$ cat src/common/gain_ctrl_pkg.sv
// gain controller constants: register map, field positions, gain limits,
// reset values and pacing times. shared by the controller and its helpers.
package gain_ctrl_pkg;

  // ---------------------------------------------------------------------
  // register map
  // ---------------------------------------------------------------------
  localparam logic [7:0] ANALOG_SETTINGS_ONE_ADDR = 8'h15;
  localparam logic [7:0] GAIN_STATUS_ADDR         = 8'h16;
  localparam logic [7:0] UNMAPPED_READ_VAL        = 8'h00;

  // analog_settings_one field positions
  localparam int AUTO_GAIN_SELECT_BIT    = 7;
  localparam int GAIN_CEILING_ENABLE_BIT = 6;
  localparam int GAIN_INCREMENT_CMD_BIT  = 5;
  localparam int GAIN_DECREMENT_CMD_BIT  = 4;
  localparam int ANALOG_SLEEP_BIT        = 3;

  // reset values of the stored fields
  localparam logic ANALOG_SLEEP_RST        = 1'b0;
  localparam logic AUTO_GAIN_SELECT_RST    = 1'b0;
  localparam logic GAIN_CEILING_ENABLE_RST = 1'b0;

  // ---------------------------------------------------------------------
  // gain step index: 32 positions spanning -4 dB .. +12 dB
  // ---------------------------------------------------------------------
  localparam int         GAIN_STEPS    = 32;
  localparam int         GAIN_W        = 5;
  localparam logic [4:0] GAIN_MIN_IDX  = 5'h00;
  localparam logic [4:0] GAIN_MAX_IDX  = 5'h1F;
  // 7.66 dB sits at step 22 of the -4..+12 dB span
  localparam logic [4:0] GAIN_CEIL_IDX = 5'h16;
  // close to 0 dB
  localparam logic [4:0] GAIN_RST_IDX  = 5'h08;

  // ---------------------------------------------------------------------
  // pacing: step time constants at over-speed factor one
  // ---------------------------------------------------------------------
  localparam int CLK_MHZ       = 250;
  localparam int RAISE_TC_US   = 1000;
  localparam int LOWER_TC_US   = 60;
  localparam int RAISE_TC_CYC  = RAISE_TC_US * CLK_MHZ;
  localparam int LOWER_TC_CYC  = LOWER_TC_US * CLK_MHZ;
  localparam int CLIP_WIN_SAMP = 256;
  // clipping limit as a fraction: over 1/5 of the window
  localparam int CLIP_DIVISOR  = 5;
  localparam logic [7:0] ADC_CODE_LOW  = 8'h00;
  localparam logic [7:0] ADC_CODE_HIGH = 8'hFF;

  // automatic controller states
  typedef enum logic [1:0] {
    AGC_HOLD  = 2'b00,
    AGC_RAISE = 2'b01,
    AGC_KEEP  = 2'b10,
    AGC_LOWER = 2'b11
  } agc_state_t;

endpackage : gain_ctrl_pkg

$ cat src/design/adc_code_monitor.sv
// adc code monitor: over a fixed window of samples, counts extreme codes
// and reports whether full scale was seen and whether clipping was heavy.
// assumes samples arrive synchronous to mclk_i with a valid strobe.
`timescale 1ns/1ps
`default_nettype none
module adc_code_monitor #(
  parameter int unsigned WINDOW = 256
) (
  input  wire logic       mclk_i,
  input  wire logic       rst_b_i,
  input  wire logic [7:0] adc_data_i,
  input  wire logic       adc_valid_i,
  output logic            done_o,
  output logic            full_scale_o,
  output logic            over_clip_o
);

  logic [31:0] samp_cnt_r;
  logic [31:0] clip_cnt_r;
  logic        extreme;
  logic [31:0] clip_tot;

  // all-zero or all-one codes mark the converter's extremes
  assign extreme  = (adc_data_i == gain_ctrl_pkg::ADC_CODE_LOW) ||
                    (adc_data_i == gain_ctrl_pkg::ADC_CODE_HIGH);
  assign clip_tot = clip_cnt_r + {31'h0, extreme};

  // ---------------------------------------------------------------------
  // window counting; verdict latched at the last sample of the window
  // ---------------------------------------------------------------------
  always_ff @(posedge mclk_i or negedge rst_b_i) begin
    if (!rst_b_i) begin
      samp_cnt_r   <= 32'h0;
      clip_cnt_r   <= 32'h0;
      done_o       <= 1'b0;
      full_scale_o <= 1'b0;
      over_clip_o  <= 1'b0;
    end else begin
      done_o <= 1'b0;
      if (adc_valid_i) begin
        if (samp_cnt_r == WINDOW - 1) begin
          samp_cnt_r   <= 32'h0;
          clip_cnt_r   <= 32'h0;
          done_o       <= 1'b1;
          full_scale_o <= (clip_tot != 32'h0);
          // times five avoids a divider for the 20% limit
          over_clip_o  <= (clip_tot * gain_ctrl_pkg::CLIP_DIVISOR) > WINDOW;
        end else begin
          samp_cnt_r <= samp_cnt_r + 32'h1;
          clip_cnt_r <= clip_tot;
        end
      end
    end
  end

endmodule : adc_code_monitor
`default_nettype wire

$ cat src/design/hf_adc_gain_control.sv
// gain controller for the variable-gain amplifier ahead of the hf adc:
// register port, manual step commands, automatic tracking of adc codes.
// assumes all inputs synchronous to mclk_i; reset is synchronised here.
`timescale 1ns/1ps
`default_nettype none

// Functional notes
// - over 20% extreme codes lower gain, none raise it
// - gain is a 32-position step index
// - write with bit 5 steps gain up
// - write with bit 4 steps gain down
// - steps ignored at lower or upper limit
// - auto raise paced 1000/n us without full scale
// - auto keeps gain while clipping within 20%
// - auto lower paced 60/n us above 20%
// - bit 7 selects hold or automatic mode
// - bit 6 caps gain raises at 7.66 dB
// - bit 3 drives analog power-down request
// - settings register write-only at 15H
module hf_adc_gain_control #(
  parameter int unsigned RAISE_CYC = gain_ctrl_pkg::RAISE_TC_CYC,
  parameter int unsigned LOWER_CYC = gain_ctrl_pkg::LOWER_TC_CYC,
  parameter int unsigned CLIP_WIN  = gain_ctrl_pkg::CLIP_WIN_SAMP
) (
  input  wire logic       mclk_i,
  input  wire logic       rst_b_i,
  input  wire logic [7:0] addr_i,
  input  wire logic [7:0] wdata_i,
  input  wire logic       wr_i,
  input  wire logic       rd_i,
  output logic      [7:0] rdata_o,
  input  wire logic [7:0] adc_data_i,
  input  wire logic       adc_valid_i,
  input  wire logic [3:0] overspeed_i,
  output logic      [4:0] gain_idx_o,
  output logic            analog_sleep_o
);

  // ---------------------------------------------------------------------
  // reset synchroniser
  // ---------------------------------------------------------------------
  logic rst_meta_r;
  logic rst_sync_r;

  // release is delayed two edges; assertion stays asynchronous
  always_ff @(posedge mclk_i or negedge rst_b_i) begin
    if (!rst_b_i) begin
      rst_meta_r <= 1'b0;
      rst_sync_r <= 1'b0;
    end else begin
      rst_meta_r <= 1'b1;
      rst_sync_r <= rst_meta_r;
    end
  end

  // ---------------------------------------------------------------------
  // register decode
  // ---------------------------------------------------------------------
  logic       set_wr;
  logic       man_up;
  logic       man_dn;
  logic       auto_sel_r;
  logic       ceil_en_r;
  logic [4:0] gain_r;
  logic [4:0] gain_lim;
  logic       ceil_now;
  gain_ctrl_pkg::agc_state_t state_r;

  assign set_wr = wr_i && (addr_i == gain_ctrl_pkg::ANALOG_SETTINGS_ONE_ADDR);
  // both command bits set cancel each other out
  assign man_up = set_wr && wdata_i[gain_ctrl_pkg::GAIN_INCREMENT_CMD_BIT] &&
                  !wdata_i[gain_ctrl_pkg::GAIN_DECREMENT_CMD_BIT];
  assign man_dn = set_wr && wdata_i[gain_ctrl_pkg::GAIN_DECREMENT_CMD_BIT] &&
                  !wdata_i[gain_ctrl_pkg::GAIN_INCREMENT_CMD_BIT];

  // stored fields take effect on the write; bits 2..0 are not kept
  always_ff @(posedge mclk_i or negedge rst_sync_r) begin
    if (!rst_sync_r) begin
      auto_sel_r     <= gain_ctrl_pkg::AUTO_GAIN_SELECT_RST;
      ceil_en_r      <= gain_ctrl_pkg::GAIN_CEILING_ENABLE_RST;
      analog_sleep_o <= gain_ctrl_pkg::ANALOG_SLEEP_RST;
    end else if (set_wr) begin
      auto_sel_r     <= wdata_i[gain_ctrl_pkg::AUTO_GAIN_SELECT_BIT];
      ceil_en_r      <= wdata_i[gain_ctrl_pkg::GAIN_CEILING_ENABLE_BIT];
      analog_sleep_o <= wdata_i[gain_ctrl_pkg::ANALOG_SLEEP_BIT];
    end
  end

  // ---------------------------------------------------------------------
  // read port: settings register reads zero, status shows live state
  // ---------------------------------------------------------------------
  always_ff @(posedge mclk_i or negedge rst_sync_r) begin
    if (!rst_sync_r) begin
      rdata_o <= gain_ctrl_pkg::UNMAPPED_READ_VAL;
    end else if (rd_i && addr_i == gain_ctrl_pkg::GAIN_STATUS_ADDR) begin
      rdata_o <= {state_r, ceil_en_r, gain_r};
    end else begin
      // write-only and unmapped locations read as zero
      rdata_o <= gain_ctrl_pkg::UNMAPPED_READ_VAL;
    end
  end

  // ---------------------------------------------------------------------
  // adc code monitor and step pacers
  // ---------------------------------------------------------------------
  logic win_done;
  logic full_scale;
  logic over_clip;
  logic raise_tick;
  logic lower_tick;

  adc_code_monitor #(
    .WINDOW (CLIP_WIN)
  ) u_monitor (
    .mclk_i       (mclk_i),
    .rst_b_i      (rst_sync_r),
    .adc_data_i   (adc_data_i),
    .adc_valid_i  (adc_valid_i),
    .done_o       (win_done),
    .full_scale_o (full_scale),
    .over_clip_o  (over_clip)
  );

  // pacing follows the over-speed factor: time constants shrink by n
  step_pacer #(
    .BASE_PERIOD (RAISE_CYC)
  ) u_raise_pacer (
    .mclk_i  (mclk_i),
    .rst_b_i (rst_sync_r),
    .run_i   (state_r == gain_ctrl_pkg::AGC_RAISE),
    .speed_i (overspeed_i),
    .tick_o  (raise_tick)
  );

  step_pacer #(
    .BASE_PERIOD (LOWER_CYC)
  ) u_lower_pacer (
    .mclk_i  (mclk_i),
    .rst_b_i (rst_sync_r),
    .run_i   (state_r == gain_ctrl_pkg::AGC_LOWER),
    .speed_i (overspeed_i),
    .tick_o  (lower_tick)
  );

  // ---------------------------------------------------------------------
  // automatic mode state machine, re-judged at each window end
  // ---------------------------------------------------------------------
  always_ff @(posedge mclk_i or negedge rst_sync_r) begin
    if (!rst_sync_r) begin
      state_r <= gain_ctrl_pkg::AGC_HOLD;
    end else if (!auto_sel_r) begin
      state_r <= gain_ctrl_pkg::AGC_HOLD;
    end else begin
      unique case (state_r)
        gain_ctrl_pkg::AGC_HOLD: begin
          // start by raising until the first verdict arrives
          state_r <= gain_ctrl_pkg::AGC_RAISE;
        end
        gain_ctrl_pkg::AGC_RAISE,
        gain_ctrl_pkg::AGC_KEEP,
        gain_ctrl_pkg::AGC_LOWER: begin
          if (win_done) begin
            if (!full_scale) begin
              state_r <= gain_ctrl_pkg::AGC_RAISE;
            end else if (over_clip) begin
              state_r <= gain_ctrl_pkg::AGC_LOWER;
            end else begin
              state_r <= gain_ctrl_pkg::AGC_KEEP;
            end
          end
        end
      endcase
    end
  end

  // ---------------------------------------------------------------------
  // gain step index
  // ---------------------------------------------------------------------
  logic step_up;
  logic step_dn;

  // a write's own ceiling bit counts at once, so the write that sets it
  // cannot carry a step past the ceiling
  assign ceil_now = set_wr ? wdata_i[gain_ctrl_pkg::GAIN_CEILING_ENABLE_BIT]
                           : ceil_en_r;

  // ceiling clips raises only; a gain already above it is not pulled down
  assign gain_lim = ceil_now ? gain_ctrl_pkg::GAIN_CEIL_IDX
                             : gain_ctrl_pkg::GAIN_MAX_IDX;

  // a manual write owns its cycle so an auto tick cannot cancel it;
  // ticks are gated by the mode bit since the state lags it one cycle
  assign step_up = set_wr ? man_up
                 : auto_sel_r && (state_r == gain_ctrl_pkg::AGC_RAISE) &&
                   raise_tick;
  assign step_dn = set_wr ? man_dn
                 : auto_sel_r && (state_r == gain_ctrl_pkg::AGC_LOWER) &&
                   lower_tick;

  always_ff @(posedge mclk_i or negedge rst_sync_r) begin
    if (!rst_sync_r) begin
      gain_r <= gain_ctrl_pkg::GAIN_RST_IDX;
    end else if (step_up && gain_r < gain_lim) begin
      gain_r <= gain_r + 5'h01;
    end else if (step_dn && gain_r > gain_ctrl_pkg::GAIN_MIN_IDX) begin
      gain_r <= gain_r - 5'h01;
    end
  end

  assign gain_idx_o = gain_r;
endmodule : hf_adc_gain_control
`default_nettype wire

$ cat src/design/step_pacer.sv
// step pacer: emits one-cycle ticks spaced base_period/n clocks apart.
// assumes one clock, reset already synchronised by the caller.
`timescale 1ns/1ps
`default_nettype none
module step_pacer #(
  parameter int unsigned BASE_PERIOD = 15000
) (
  input  wire logic       mclk_i,
  input  wire logic       rst_b_i,
  input  wire logic       run_i,
  input  wire logic [3:0] speed_i,
  output logic            tick_o
);

  logic [31:0] acc_r;
  logic [31:0] inc;

  // n of zero is treated as one so the pacer never stalls
  assign inc = (speed_i == 4'h0) ? 32'h1 : {28'h0, speed_i};

  // ---------------------------------------------------------------------
  // accumulate n per clock; clearing at the base period gives base/n spacing, rounded up
  // ---------------------------------------------------------------------
  always_ff @(posedge mclk_i or negedge rst_b_i) begin
    if (!rst_b_i) begin
      acc_r  <= 32'h0;
      tick_o <= 1'b0;
    end else if (!run_i) begin
      acc_r  <= 32'h0;
      tick_o <= 1'b0;
    end else if (acc_r + inc >= BASE_PERIOD) begin
      acc_r  <= 32'h0;
      tick_o <= 1'b1;
    end else begin
      acc_r  <= acc_r + inc;
      tick_o <= 1'b0;
    end
  end

endmodule : step_pacer
`default_nettype wire

$ cat config.mk
export PLATFORM = sky130hd
export DESIGN_NAME = hf_adc_gain_control
export DESIGN_NICKNAME = d
export VERILOG_FILES = /design/src/common/gain_ctrl_pkg.sv /design/src/design/adc_code_monitor.sv /design/src/design/hf_adc_gain_control.sv /design/src/design/step_pacer.sv
export SDC_FILE = /design/constraint.sdc
export NUM_CORES = 1
export LEC_CHECK = 0
export ABC_AREA = 1
export BUFFER_PORTS_ARGS = -buffer_cell sky130_fd_sc_hd__buf_2
export CORE_MARGIN = 3
export CORE_UTILIZATION = 50
export DETAILED_ROUTE_END_ITERATION = 10
export GPL_TIMING_DRIVEN = 0
export PLACE_DENSITY_LB_ADDON = 0.05
export SETUP_SLACK_MARGIN = 0.2
export SKIP_LAST_GASP = 1
export SYNTH_ARGS = -nofsm -noshare
export SYNTH_HDL_FRONTEND = slang
export SYNTH_SLANG_ARGS = --single-unit
$ cat constraint.sdc
create_clock -name mclk_i -period 5 [get_ports mclk_i]
set_input_delay 0.5 -clock mclk_i [delete_from_list [all_inputs] [get_ports mclk_i]]
set_output_delay 0.5 -clock mclk_i [all_outputs]
set_load 0.005 [all_outputs]
==> reports/results.ini, run 1 <==
[sta]
rsz0062_at_grt=no
finalClockSkew_ns=0.009830
maxSlewViolCount=0
worstMarginPinSlew_ns=0.8204
max_freq_ghz=0.2311
hold_violations=0
min_period_ns=4.327
fin_crit_sh_pct=86.53
maxSlewHeadroom_pct=45.10
setup_tns_ns=0
whs_ns=0.3086
setup_viol=0

[place]
dpl_cell_area_sq_um=12300
hpwl_um=21790
placed_cells=2029
gp_congestion=0.9084
portBuffers=43

[worst_setup_path]
critPathArrivalTime_ns=4.65
cp_top_family=simple AND/OR/NAND/NOR gates
path_buf_inv=4
start_kind=input port
cpPeakStageDelay_ns=0.38
cp_common_cell=nand3_1
path_max_fanout=5
worst_setup_path_end_kind=register
cp.required_ns=5.32
path_class=in -> reg
slowest_stage=ha_1

[drt]
dr.pass1.iters=5
via_per_inst=5.136
num_vias=10612
drt_iter0_markers=544
route.detailed.drc=0
ant_nets=0
wire_per_inst_um=13.33
drt_wl_total_um=27540

[final_layout]
fillCellCount=2133
stdcell_count=2066
seq_area_sq_um=3834
final_cell_mix=nand2_1, nor2_1, inv_1
drive_above_1_share_pct=10.19
antenna_cells=0
areaGrowthSynthToFinish_pct=12.41
layout_commonest_cell=nand2_1
nNetsFinal=1871
final_cell_area_sq_um=12990
multi_input_area_sq_um=6979

[floorplanning]
io_pins=47
die_y_um=158.0
rows=54
die_x_um=158.0
coreArea_sq_um=22300
die-area_sq_um=24970
initial_utilization_pct=51.82

[grt]
gr-total-overflow=0
grt_pass1_wl_um=46400
grt_pass1_vias=10005
grtUsageTotal_pct=22.65
antenna_found_initial=0
grt_max_degree=57

[synthesis]
synth_top_area_share_pct=32.92
yosys-top-cells-area=dfrtp_1, nand2_1, nor2_1, inv_1, ha_1
yosys.area_share.simple_pct=37.79
ys.flop_type=dfrtp_1
async_flop_share_pct=100.0
synth.cell_area_sq_um=11550
yosys_warnings=0
synthMuxAreaShare_pct=0.09746
synth_compound_gate_area_share_pct=7.038
ys_ff_latch=153
synth_top_family_by_area=simple AND/OR/NAND/NOR gates
synth-xor-area-share_pct=6.508
synth_edf_count=0
netlist_instances=1673
yosysUniqueCellTypes=50
synth_fa_ha_area_share_pct=7.298
synth_seq_area_share_pct=33.15
synth_top_area_cell=dfrtp_1
synth_area_per_cell_sq_um=6.907

[clock_network]
cts.clk_slew.worst_paths_ns=0.07
cts_root_buf=clkbuf_16
clock-sinks=153
cts_made_buffers=17
h-tree-depth=4
clock_latency_ns=0.43
cts_tree=done
clockBufferDepth=2

[pwr]
powerDensity_nw_per_um2=264.6
ir_drop_v=0.0001707
p_leak_nw=6.478
power.total_mw=3.436

[hold_path]
hold_path_class=in -> reg

[status]
status=complete, no violations

[job]
drv_cap=0

final timing paths:
| path | startpoint | slack (ns) | to | depth (start not counted) |
|---|---|---|---|---|
| worst max register to register | u_monitor.clip_cnt_r[0] | 0.99 | u_monitor.over_clip_o | 24 |
| worst min register to register | rst_meta_r | 0.35 | rst_sync_r | 0 |
| worst max-delay path | adc_data_i[5] | 0.67 | u_monitor.over_clip_o | 28 |
| worst min-delay path | wdata_i[3] | 0.31 | analog_sleep_o | 2 |
| max in group asynchronous | rst_sync_r | 3.84 | gain_idx_o[3] | 1 |
| min in group asynchronous | rst_b_i | 0.38 | rst_meta_r | 2 |
sequential cells by signal, indices dropped and copies added (netlist names):
signal / count
u_monitor.samp_cnt_r: 32
rst_sync_r: 1
u_monitor.full_scale_o: 1
ceil_en_r: 1
u_lower_pacer.tick_o: 1
u_raise_pacer.tick_o: 1
gain_idx_o: 5
u_lower_pacer.acc_r: 32
u_monitor.clip_cnt_r: 32
auto_sel_r: 1
analog_sleep_o: 1
state_r: 2
u_raise_pacer.acc_r: 32
rdata_o: 8
u_monitor.done_o: 1
u_monitor.over_clip_o: 1
rst_meta_r: 1
stage by stage:
stage	util, %	setup slack, ns
3_3_place_gp	54.88	-1.352
3_5_place_dp	55.15	-0.3009
6_report	58.25	0.6733
2_1_floorplan	-	0.4231
5_1_grt	58.25	0.2312
4_1_cts	57.82	0.2609
routing by layer:
metal | part of all wire (%) | global-route usage [%]
met4 | 2.0 | 6.882
met5 | 0 | 0
met3 | 3.4 | 3.335
met1 | 48 | 31.07
met2 | 47 | 37.25
power breakdown:
group	switching (mW)	internal, mW
registers	0.0983	1.33
clock network	0.583	0.709
logic	0.458	0.263
repair_timing:
item	CTS	global route
setup endpoints to repair	1	1
gates resized for setup	1	14
pin swaps	0	3
hold buffers	1	0
buffers inserted	0	4
hold endpoints to repair	2	0
gates cloned	0	0
cells in the mapped netlist, types with 3 or more instances:
| cell type | instances |
|---|---|
| or2_2 | 11 |
| nor4_2 | 3 |
| nor4_1 | 13 |
| nand3b_1 | 8 |
| xnor2_1 | 16 |
| nor3_2 | 4 |
| inv_2 | 6 |
| nor3_1 | 41 |
| o21ai_0 | 47 |
| clkbuf_1 | 11 |
| and3_1 | 5 |
| a21oi_1 | 53 |
| inv_1 | 220 |
| o211ai_1 | 5 |
| fa_1 | 4 |
| nand2_1 | 450 |
| xor2_1 | 68 |
| o21a_1 | 3 |
| nand3_1 | 104 |
| dfrtp_1 | 152 |
| nor2_1 | 233 |
| nand3_2 | 7 |
| o21ai_1 | 4 |
| nand2_2 | 7 |
| and2_1 | 3 |
| o22ai_1 | 20 |
| ha_1 | 61 |
| nor2_4 | 5 |
| nor2_2 | 31 |
| nand4_1 | 50 |
final cells by class:
class | count | area share (%)
Inverter | 226 | 6.531
Tap cell | 280 | 2.697
Multi-Input combinational cell | 1310 | 53.73
Clock buffer | 17 | 3.275
Sequential cell | 153 | 29.52
Timing Repair Buffer | 50 | 2.389
Clock inverter | 15 | 1.223
Buffer | 15 | 0.6358
logic make-up after synthesis:
family          Yosys count
simple gates            981
buf+inv                 241
flops                   153
compound gates          145
xor+xnor                 85
fa+ha+maj                65
other cells               2
mux                       1
Note: power is estimated with default switching activity, not from simulation.
==> inputs of run 2 (changes only) <==
--- a/config.mk
+++ b/config.mk
@@ -5,13 +5,14 @@
 export SDC_FILE = /design/constraint.sdc
 export NUM_CORES = 1
 export LEC_CHECK = 0
-export ABC_AREA = 1
+export ABC_AREA = 0
 export BUFFER_PORTS_ARGS = -buffer_cell sky130_fd_sc_hd__buf_2
 export CORE_MARGIN = 3
 export CORE_UTILIZATION = 50
 export DETAILED_ROUTE_END_ITERATION = 10
 export GPL_TIMING_DRIVEN = 0
 export PLACE_DENSITY_LB_ADDON = 0.05
+export REMOVE_ABC_BUFFERS = 1
 export SETUP_SLACK_MARGIN = 0.2
 export SKIP_LAST_GASP = 1
 export SYNTH_ARGS = -nofsm -noshare
==> run 2 against run 1 <==
  * Clock skew up 0.0091 ns
  * Maximum frequency down 9.3%
  * Hold slack worse by 0.0028 ns
  * Critical path type is now reg -> reg
  * Largest cell class unchanged
  * Largest power group unchanged
  * Highest routed layer unchanged
==> reports/results.ini, run 2 <==
[status]
status=complete, no violations

[grt]
grtUsageTotal_pct=21.04
grt_pass1_vias=8098
grt_max_degree=55
grt_pass1_wl_um=39750
antenna_found_initial=0
gr-total-overflow=0

[job]
drv_cap=0

[floorplanning]
die_y_um=151.3
coreArea_sq_um=20490
io_pins=47
die_x_um=151.3
initial_utilization_pct=51.50
rows=52
die-area_sq_um=22890

[hold_path]
hold_path_class=in -> reg

[clock_network]
clock-sinks=153
cts.clk_slew.worst_paths_ns=0.07
clock_latency_ns=0.44
cts_made_buffers=17
h-tree-depth=4
cts_root_buf=clkbuf_16
clockBufferDepth=2
cts_tree=done

[synthesis]
synth_area_per_cell_sq_um=8.915
async_flop_share_pct=100.0
synth_edf_count=0
ys.flop_type=dfrtp_1
yosys-top-cells-area=dfrtp_1, ha_1, xnor2_1, xor2_1, nor2_1
synth_seq_area_share_pct=36.28
synth.cell_area_sq_um=10560
ys_ff_latch=153
synth_top_area_cell=dfrtp_1
yosys_warnings=0
netlist_instances=1184
yosysUniqueCellTypes=90
synth_top_area_share_pct=36.04
ys_top_cells_by_count=dfrtp_1, nor2_1, nand2_1
post-synth-top-count-cell=dfrtp_1

[worst_setup_path]
slowest_stage=or4_1
path_max_fanout=10
cp_top_family=simple AND/OR/NAND/NOR gates
path_buf_inv=1
cp_common_cell=nand4_1
cp.required_ns=5.31
start_kind=register
cpPeakStageDelay_ns=0.71
crit_chain=nand4_1 -> or4_1 -> nor2_4 -> nand3_1 -> xnor2_2 -> buf_4 -> ha_1 -> ha_4 -> and3_4 -> nand2_2 -> or3b_4 -> nand4_1 -> mux2i_1 -> nor4b_2 -> nand4_1 -> a2111oi_4 -> nor2_1
worst_setup_path_end_kind=register
critPathArrivalTime_ns=5.08
path_class=reg -> reg

[final_layout]
final_cell_mix=dfrtp_1, nand2_1, nor2_1
antenna_cells=0
areaGrowthSynthToFinish_pct=18.35
nNetsFinal=1362
final_cell_area_sq_um=12490
drive_above_1_share_pct=18.64
stdcell_count=1547
layout_commonest_cell=dfrtp_1

[place]
hpwl_um=16620
portBuffers=43
gp_congestion=0.8664
pre_cts_ws_ns=-1.552
placed_cells=1488
dpl_cell_area_sq_um=11100

[drt]
drt_iter0_markers=414
via_per_inst=5.681
ant_nets=0
dr.pass1.iters=5
route.detailed.drc=0
wire_per_inst_um=15.46
num_vias=8789
drt_wl_total_um=23920

[sta]
worstMarginPinSlew_ns=1.177
min_period_ns=4.772
max_freq_ghz=0.2096
setup_viol=0
fin_ws_ns=0.2280
rsz0062_at_grt=yes
finalClockSkew_ns=0.01891
maxSlewHeadroom_pct=20.90
maxSlewViolCount=0
setup_tns_ns=0
whs_ns=0.3058
hold_violations=0
fin_crit_sh_pct=95.44

[pwr]
power.internal_mw=2.213
p_sw_share_pct=29.76
powerDensity_nw_per_um2=252.2
pwr-share-comb_pct=16.3
seq_power_share_pct=43.6
p_clk_share_pct=40.1
p_switching_mw=0.9375
ir_drop_v=0.0001943
p_leak_nw=5.469

==> run 2: cell count changes after synthesis, sizes merged, moves of 18 or more <==
cell and delta:
nand2 -357, inv -167, nor2 -156, xnor2 +57
nand3 -55, xor2 -24, clkbuf +19, nand4 -18
==> run 2: repair_timing <==
item	4_1_cts	5_1_grt
hold endpoints to repair	2	0
setup endpoints to repair	1	1
hold buffers	1	0
setup buffers	10	16
resized for setup	63	59
pin swaps	12	26
==> run 2: cells by family (layout without fill, tap and decap cells) <==
group / after synthesis / count (layout) / synth area share (%)
AND/OR/NAND/NOR: 483 / 483 / 24.92
AO/OA/AOI/OAI: 245 / 245 / 15.36
flip-flops: 153 / 153 / 36.29
XOR/XNOR: 118 / 118 / 9.791
buffers and inverters: 101 / 163 / 3.888
adder cells (fa/ha/maj): 65 / 65 / 7.990
multiplexers: 17 / 17 / 1.695
other: 2 / 33 / 0.07115
==> run 2: routing by layer <==
layer / GRT usage, % / wire length (um)
met2: 33.21 / 11200
met5: 0 / 0
met1: 30.28 / 11730
met4: 5.304 / 293
met3: 3.321 / 694
==> run 2: power by group through the flow <==
| stage | logic [mW] | clock network, mW | registers (mW) |
|---|---|---|---|
| 6_report | 0.513 | 1.26 | 1.37 |
| 5_1_grt | 0.572 | 1.35 | 1.39 |
| 4_1_cts | 0.480 | 1.30 | 1.37 |
| 3_5_place_dp | 0.445 | 0 | 1.39 |
| 3_3_place_gp | 0.421 | 0 | 1.41 |
| 2_1_floorplan | 0.321 | 0 | 1.39 |
==> run 2: final cells by class <==
class,count,area [sq um]
tap,270,337.8
fill,1800,8003
inverter,59,221.5
clock inverter,15,140.1
clock buffer,17,425.4
timing repair buffer,72,475.5
sequential,153,3834
multi-input combinational,961,7058
==> run 2: per-stage QoR <==
stage / utilization (%) / power, mW
global route: 60.95 / 3.309
finish: 60.95 / 3.150
detailed placement: 54.15 / 1.837
CTS: 58.97 / 3.150
global placement: 53.85 / 1.827
floorplan: - / 1.708
==> run 2: path summary, 6_finish.rpt <==
kind | from | end | slack, ns | cells past startpoint
min | wdata_i[3] | analog_sleep_o | 0.31 | 2
min in group asynchronous | rst_sync_r | u_lower_pacer.acc_r[25] | 0.35 | 0
max | u_monitor.clip_cnt_r[15] | u_monitor.over_clip_o | 0.23 | 17
min reg2reg | rst_sync_r | u_lower_pacer.acc_r[25] | 0.35 | 0
max reg2reg | u_monitor.clip_cnt_r[15] | u_monitor.over_clip_o | 0.23 | 17
max in group asynchronous | rst_sync_r | gain_idx_o[3] | 3.89 | 1
==> inputs of run 3 (changes only) <==
--- a/config.mk
+++ b/config.mk
@@ -7,10 +7,10 @@
 export LEC_CHECK = 0
 export ABC_AREA = 0
 export BUFFER_PORTS_ARGS = -buffer_cell sky130_fd_sc_hd__buf_2
+export CAP_MARGIN = 10
 export CORE_MARGIN = 3
 export CORE_UTILIZATION = 50
 export DETAILED_ROUTE_END_ITERATION = 10
-export GPL_TIMING_DRIVEN = 0
 export PLACE_DENSITY_LB_ADDON = 0.05
 export REMOVE_ABC_BUFFERS = 1
 export SETUP_SLACK_MARGIN = 0.2
==> constraint.sdc (replaced) <==
create_clock -name mclk_i -period 5 [get_ports mclk_i]
set_input_delay 1 -clock mclk_i [delete_from_list [all_inputs] [get_ports mclk_i]]
set_output_delay 1 -clock mclk_i [all_outputs]
set_load 0.005 [all_outputs]
==> run 3 against run 2 <==
  * The flow now finishes with violations (negative setup slack)
  * Combinational power increased by 28%
  * Maximum frequency decreased by 5.0%
  * Core utilization increased by 7.9 points
  * Non-clock buffer count increased by 181
  * Global-route usage increased by 2.7 points
  * Wire length increased by 15%
  * Clock power increased by 4%
  * Sequential cell count unchanged
==> reports/results.ini, run 3 (same netlist as run 2, synthesis figures left out) <==
[status]
status=complete, but fails checks
violations=negative setup slack

[clock_network]
clock-sinks=153
cts_tree=done
h-tree-depth=4
cts.clk_slew.worst_paths_ns=0.06
cts_root_buf=clkbuf_16
clockBufferDepth=2
cts_made_buffers=17
clock_latency_ns=0.44

[worst_setup_path]
worstReg2RegStart=u_monitor.clip_cnt_r[5]
cp.required_ns=5.31
reg2reg_depth=17
worst_setup_path_end_kind=register
critPathArrivalTime_ns=5.34
path_max_fanout=4
start_kind=input port
startpoint=adc_data_i[1]
path_class=in -> reg

[pwr]
powerDensity_nw_per_um2=237.1
p_switching_mw=0.9853
pwr-share-comb_pct=19.6
p_sw_share_pct=29.45
power.total_mw=3.346
p_clk_share_pct=39.1
power.internal_mw=2.360
ir_drop_v=0.0001901
p_leak_nw=6.424
seq_power_share_pct=41.3

[floorplanning]
die_y_um=151.3
initial_utilization_pct=51.50
coreArea_sq_um=20490
die-area_sq_um=22890
rows=52
die_x_um=151.3
io_pins=47

[sta]
fin_crit_sh_pct=100.5
maxSlewHeadroom_pct=23.30
worstMarginPinSlew_ns=1.148
setup_viol=1
finalClockSkew_ns=0.01454
fin_ws_ns=-0.02429
maxSlewViolCount=0
min_period_ns=5.024
rsz0062_at_grt=yes
max_freq_ghz=0.1990
hold_violations=0
setup_tns_ns=-0.02429

[final_layout]
layout_commonest_cell=buf_4
fin_util_pct=68.85
stdcell_count=1728
drive_above_1_share_pct=29.22
fillCellCount=1620
final_cell_mix=buf_4, dfrtp_1, nand2_1
multi_input_area_sq_um=7187
antenna_cells=0
nNetsFinal=1543
areaGrowthSynthToFinish_pct=33.68
seq_area_sq_um=3834

[drt]
wire_per_inst_um=15.99
drt_iter0_markers=485
dr.pass1.iters=6
via_per_inst=5.545
drt_wl_total_um=27630
ant_nets=0
num_vias=9581
route.detailed.drc=0

[grt]
grtUsageTotal_pct=23.76
gr-total-overflow=0
antenna_found_initial=0
grt_max_degree=59
grt_pass1_vias=9145
grt_pass1_wl_um=44230

[place]
portBuffers=43
gp_congestion=0.8785
placed_cells=1655
hpwl_um=18640

[job]
drv_cap=0

[hold_path]
hold_path_class=in -> async

## run 3: cell types whose count changed in the layout (fill, tap and decap cells not counted), sizes merged
cell,change
buf,+182
bufinv,+1
clkbuf,+1
clkinv,-1
dlygate4sd3,-1
inv,-1
## run 3: path summary, 6_finish.rpt
path,to,slack (ns)
worst max-delay path,u_monitor.over_clip_o,-0.02
worst min-delay path,rst_sync_r,0.34
worst max register to register,u_monitor.over_clip_o,0.51
worst min register to register,rst_sync_r,0.35
max in group asynchronous,u_raise_pacer.acc_r[17],3.45
min in group mclk_i,rst_sync_r,0.35
## run 3: layout make-up
class	instances	share of cell area [%]
Multi-Input combinational cell	961	50.94
Sequential cell	153	27.17
Timing Repair Buffer	253	13.76
Clock buffer	18	3.042
Tap cell	270	2.394
Inverter	59	1.570
Clock inverter	14	1.126
## run 3: what timing repair did
item | in CTS | in global routing
gates resized for setup | 101 | 71
pin swaps | 39 | 32
buffers inserted | 32 | 9
hold buffers | 0 | 0
setup endpoints to repair | 1 | 2
## run 3: critical path, stage by stage
cell and delay, ns:
buf_6 0.10, nor4_4 0.24, nand2_1 0.10, o21ai_2 0.09
ha_4 0.18, ha_4 0.13, and4_4 0.25, nand4_4 0.11
buf_6 0.16, nor2_4 0.11, nand4_1 0.18, xnor2_2 0.27
ha_1 0.32, ha_4 0.29, buf_4 0.12, and3_4 0.19
nand2_2 0.08, nand2_1 0.07, o311ai_0 0.14, a2111oi_2 0.37
nor4b_4 0.27, nand4_1 0.19, a2111oi_4 0.30, nor2_1 0.07
## run 3: power groups by stage
stage          combinational [mW]  clock [mW]  sequential (mW)
2_1_floorplan               0.321           0             1.39
3_3_place_gp                0.550           0             1.39
3_5_place_dp                0.555           0             1.39
4_1_cts                     0.607        1.33             1.37
5_1_grt                     0.720        1.40             1.39
6_report                    0.655        1.31             1.38
## run 3: per-stage QoR
step,area [sq um],hold WS (ns),setup slack [ns]
floorplan,10480,0.3312,-0.8108
global placement,12310,0.3377,-0.8722
detailed placement,12310,0.3428,-0.9218
CTS,13690,0.3382,0.04891
global route,14110,0.3344,-0.2189
finish,14110,0.3430,-0.02429
## run 3: per-layer routing
metal,track usage (%),share of wire (%),vias up
met5,0,0,-
met4,7.525,2.8,0
met3,3.591,3.3,56
met2,39.05,49,186
met1,32.33,45,4562
li1,-,-,4777
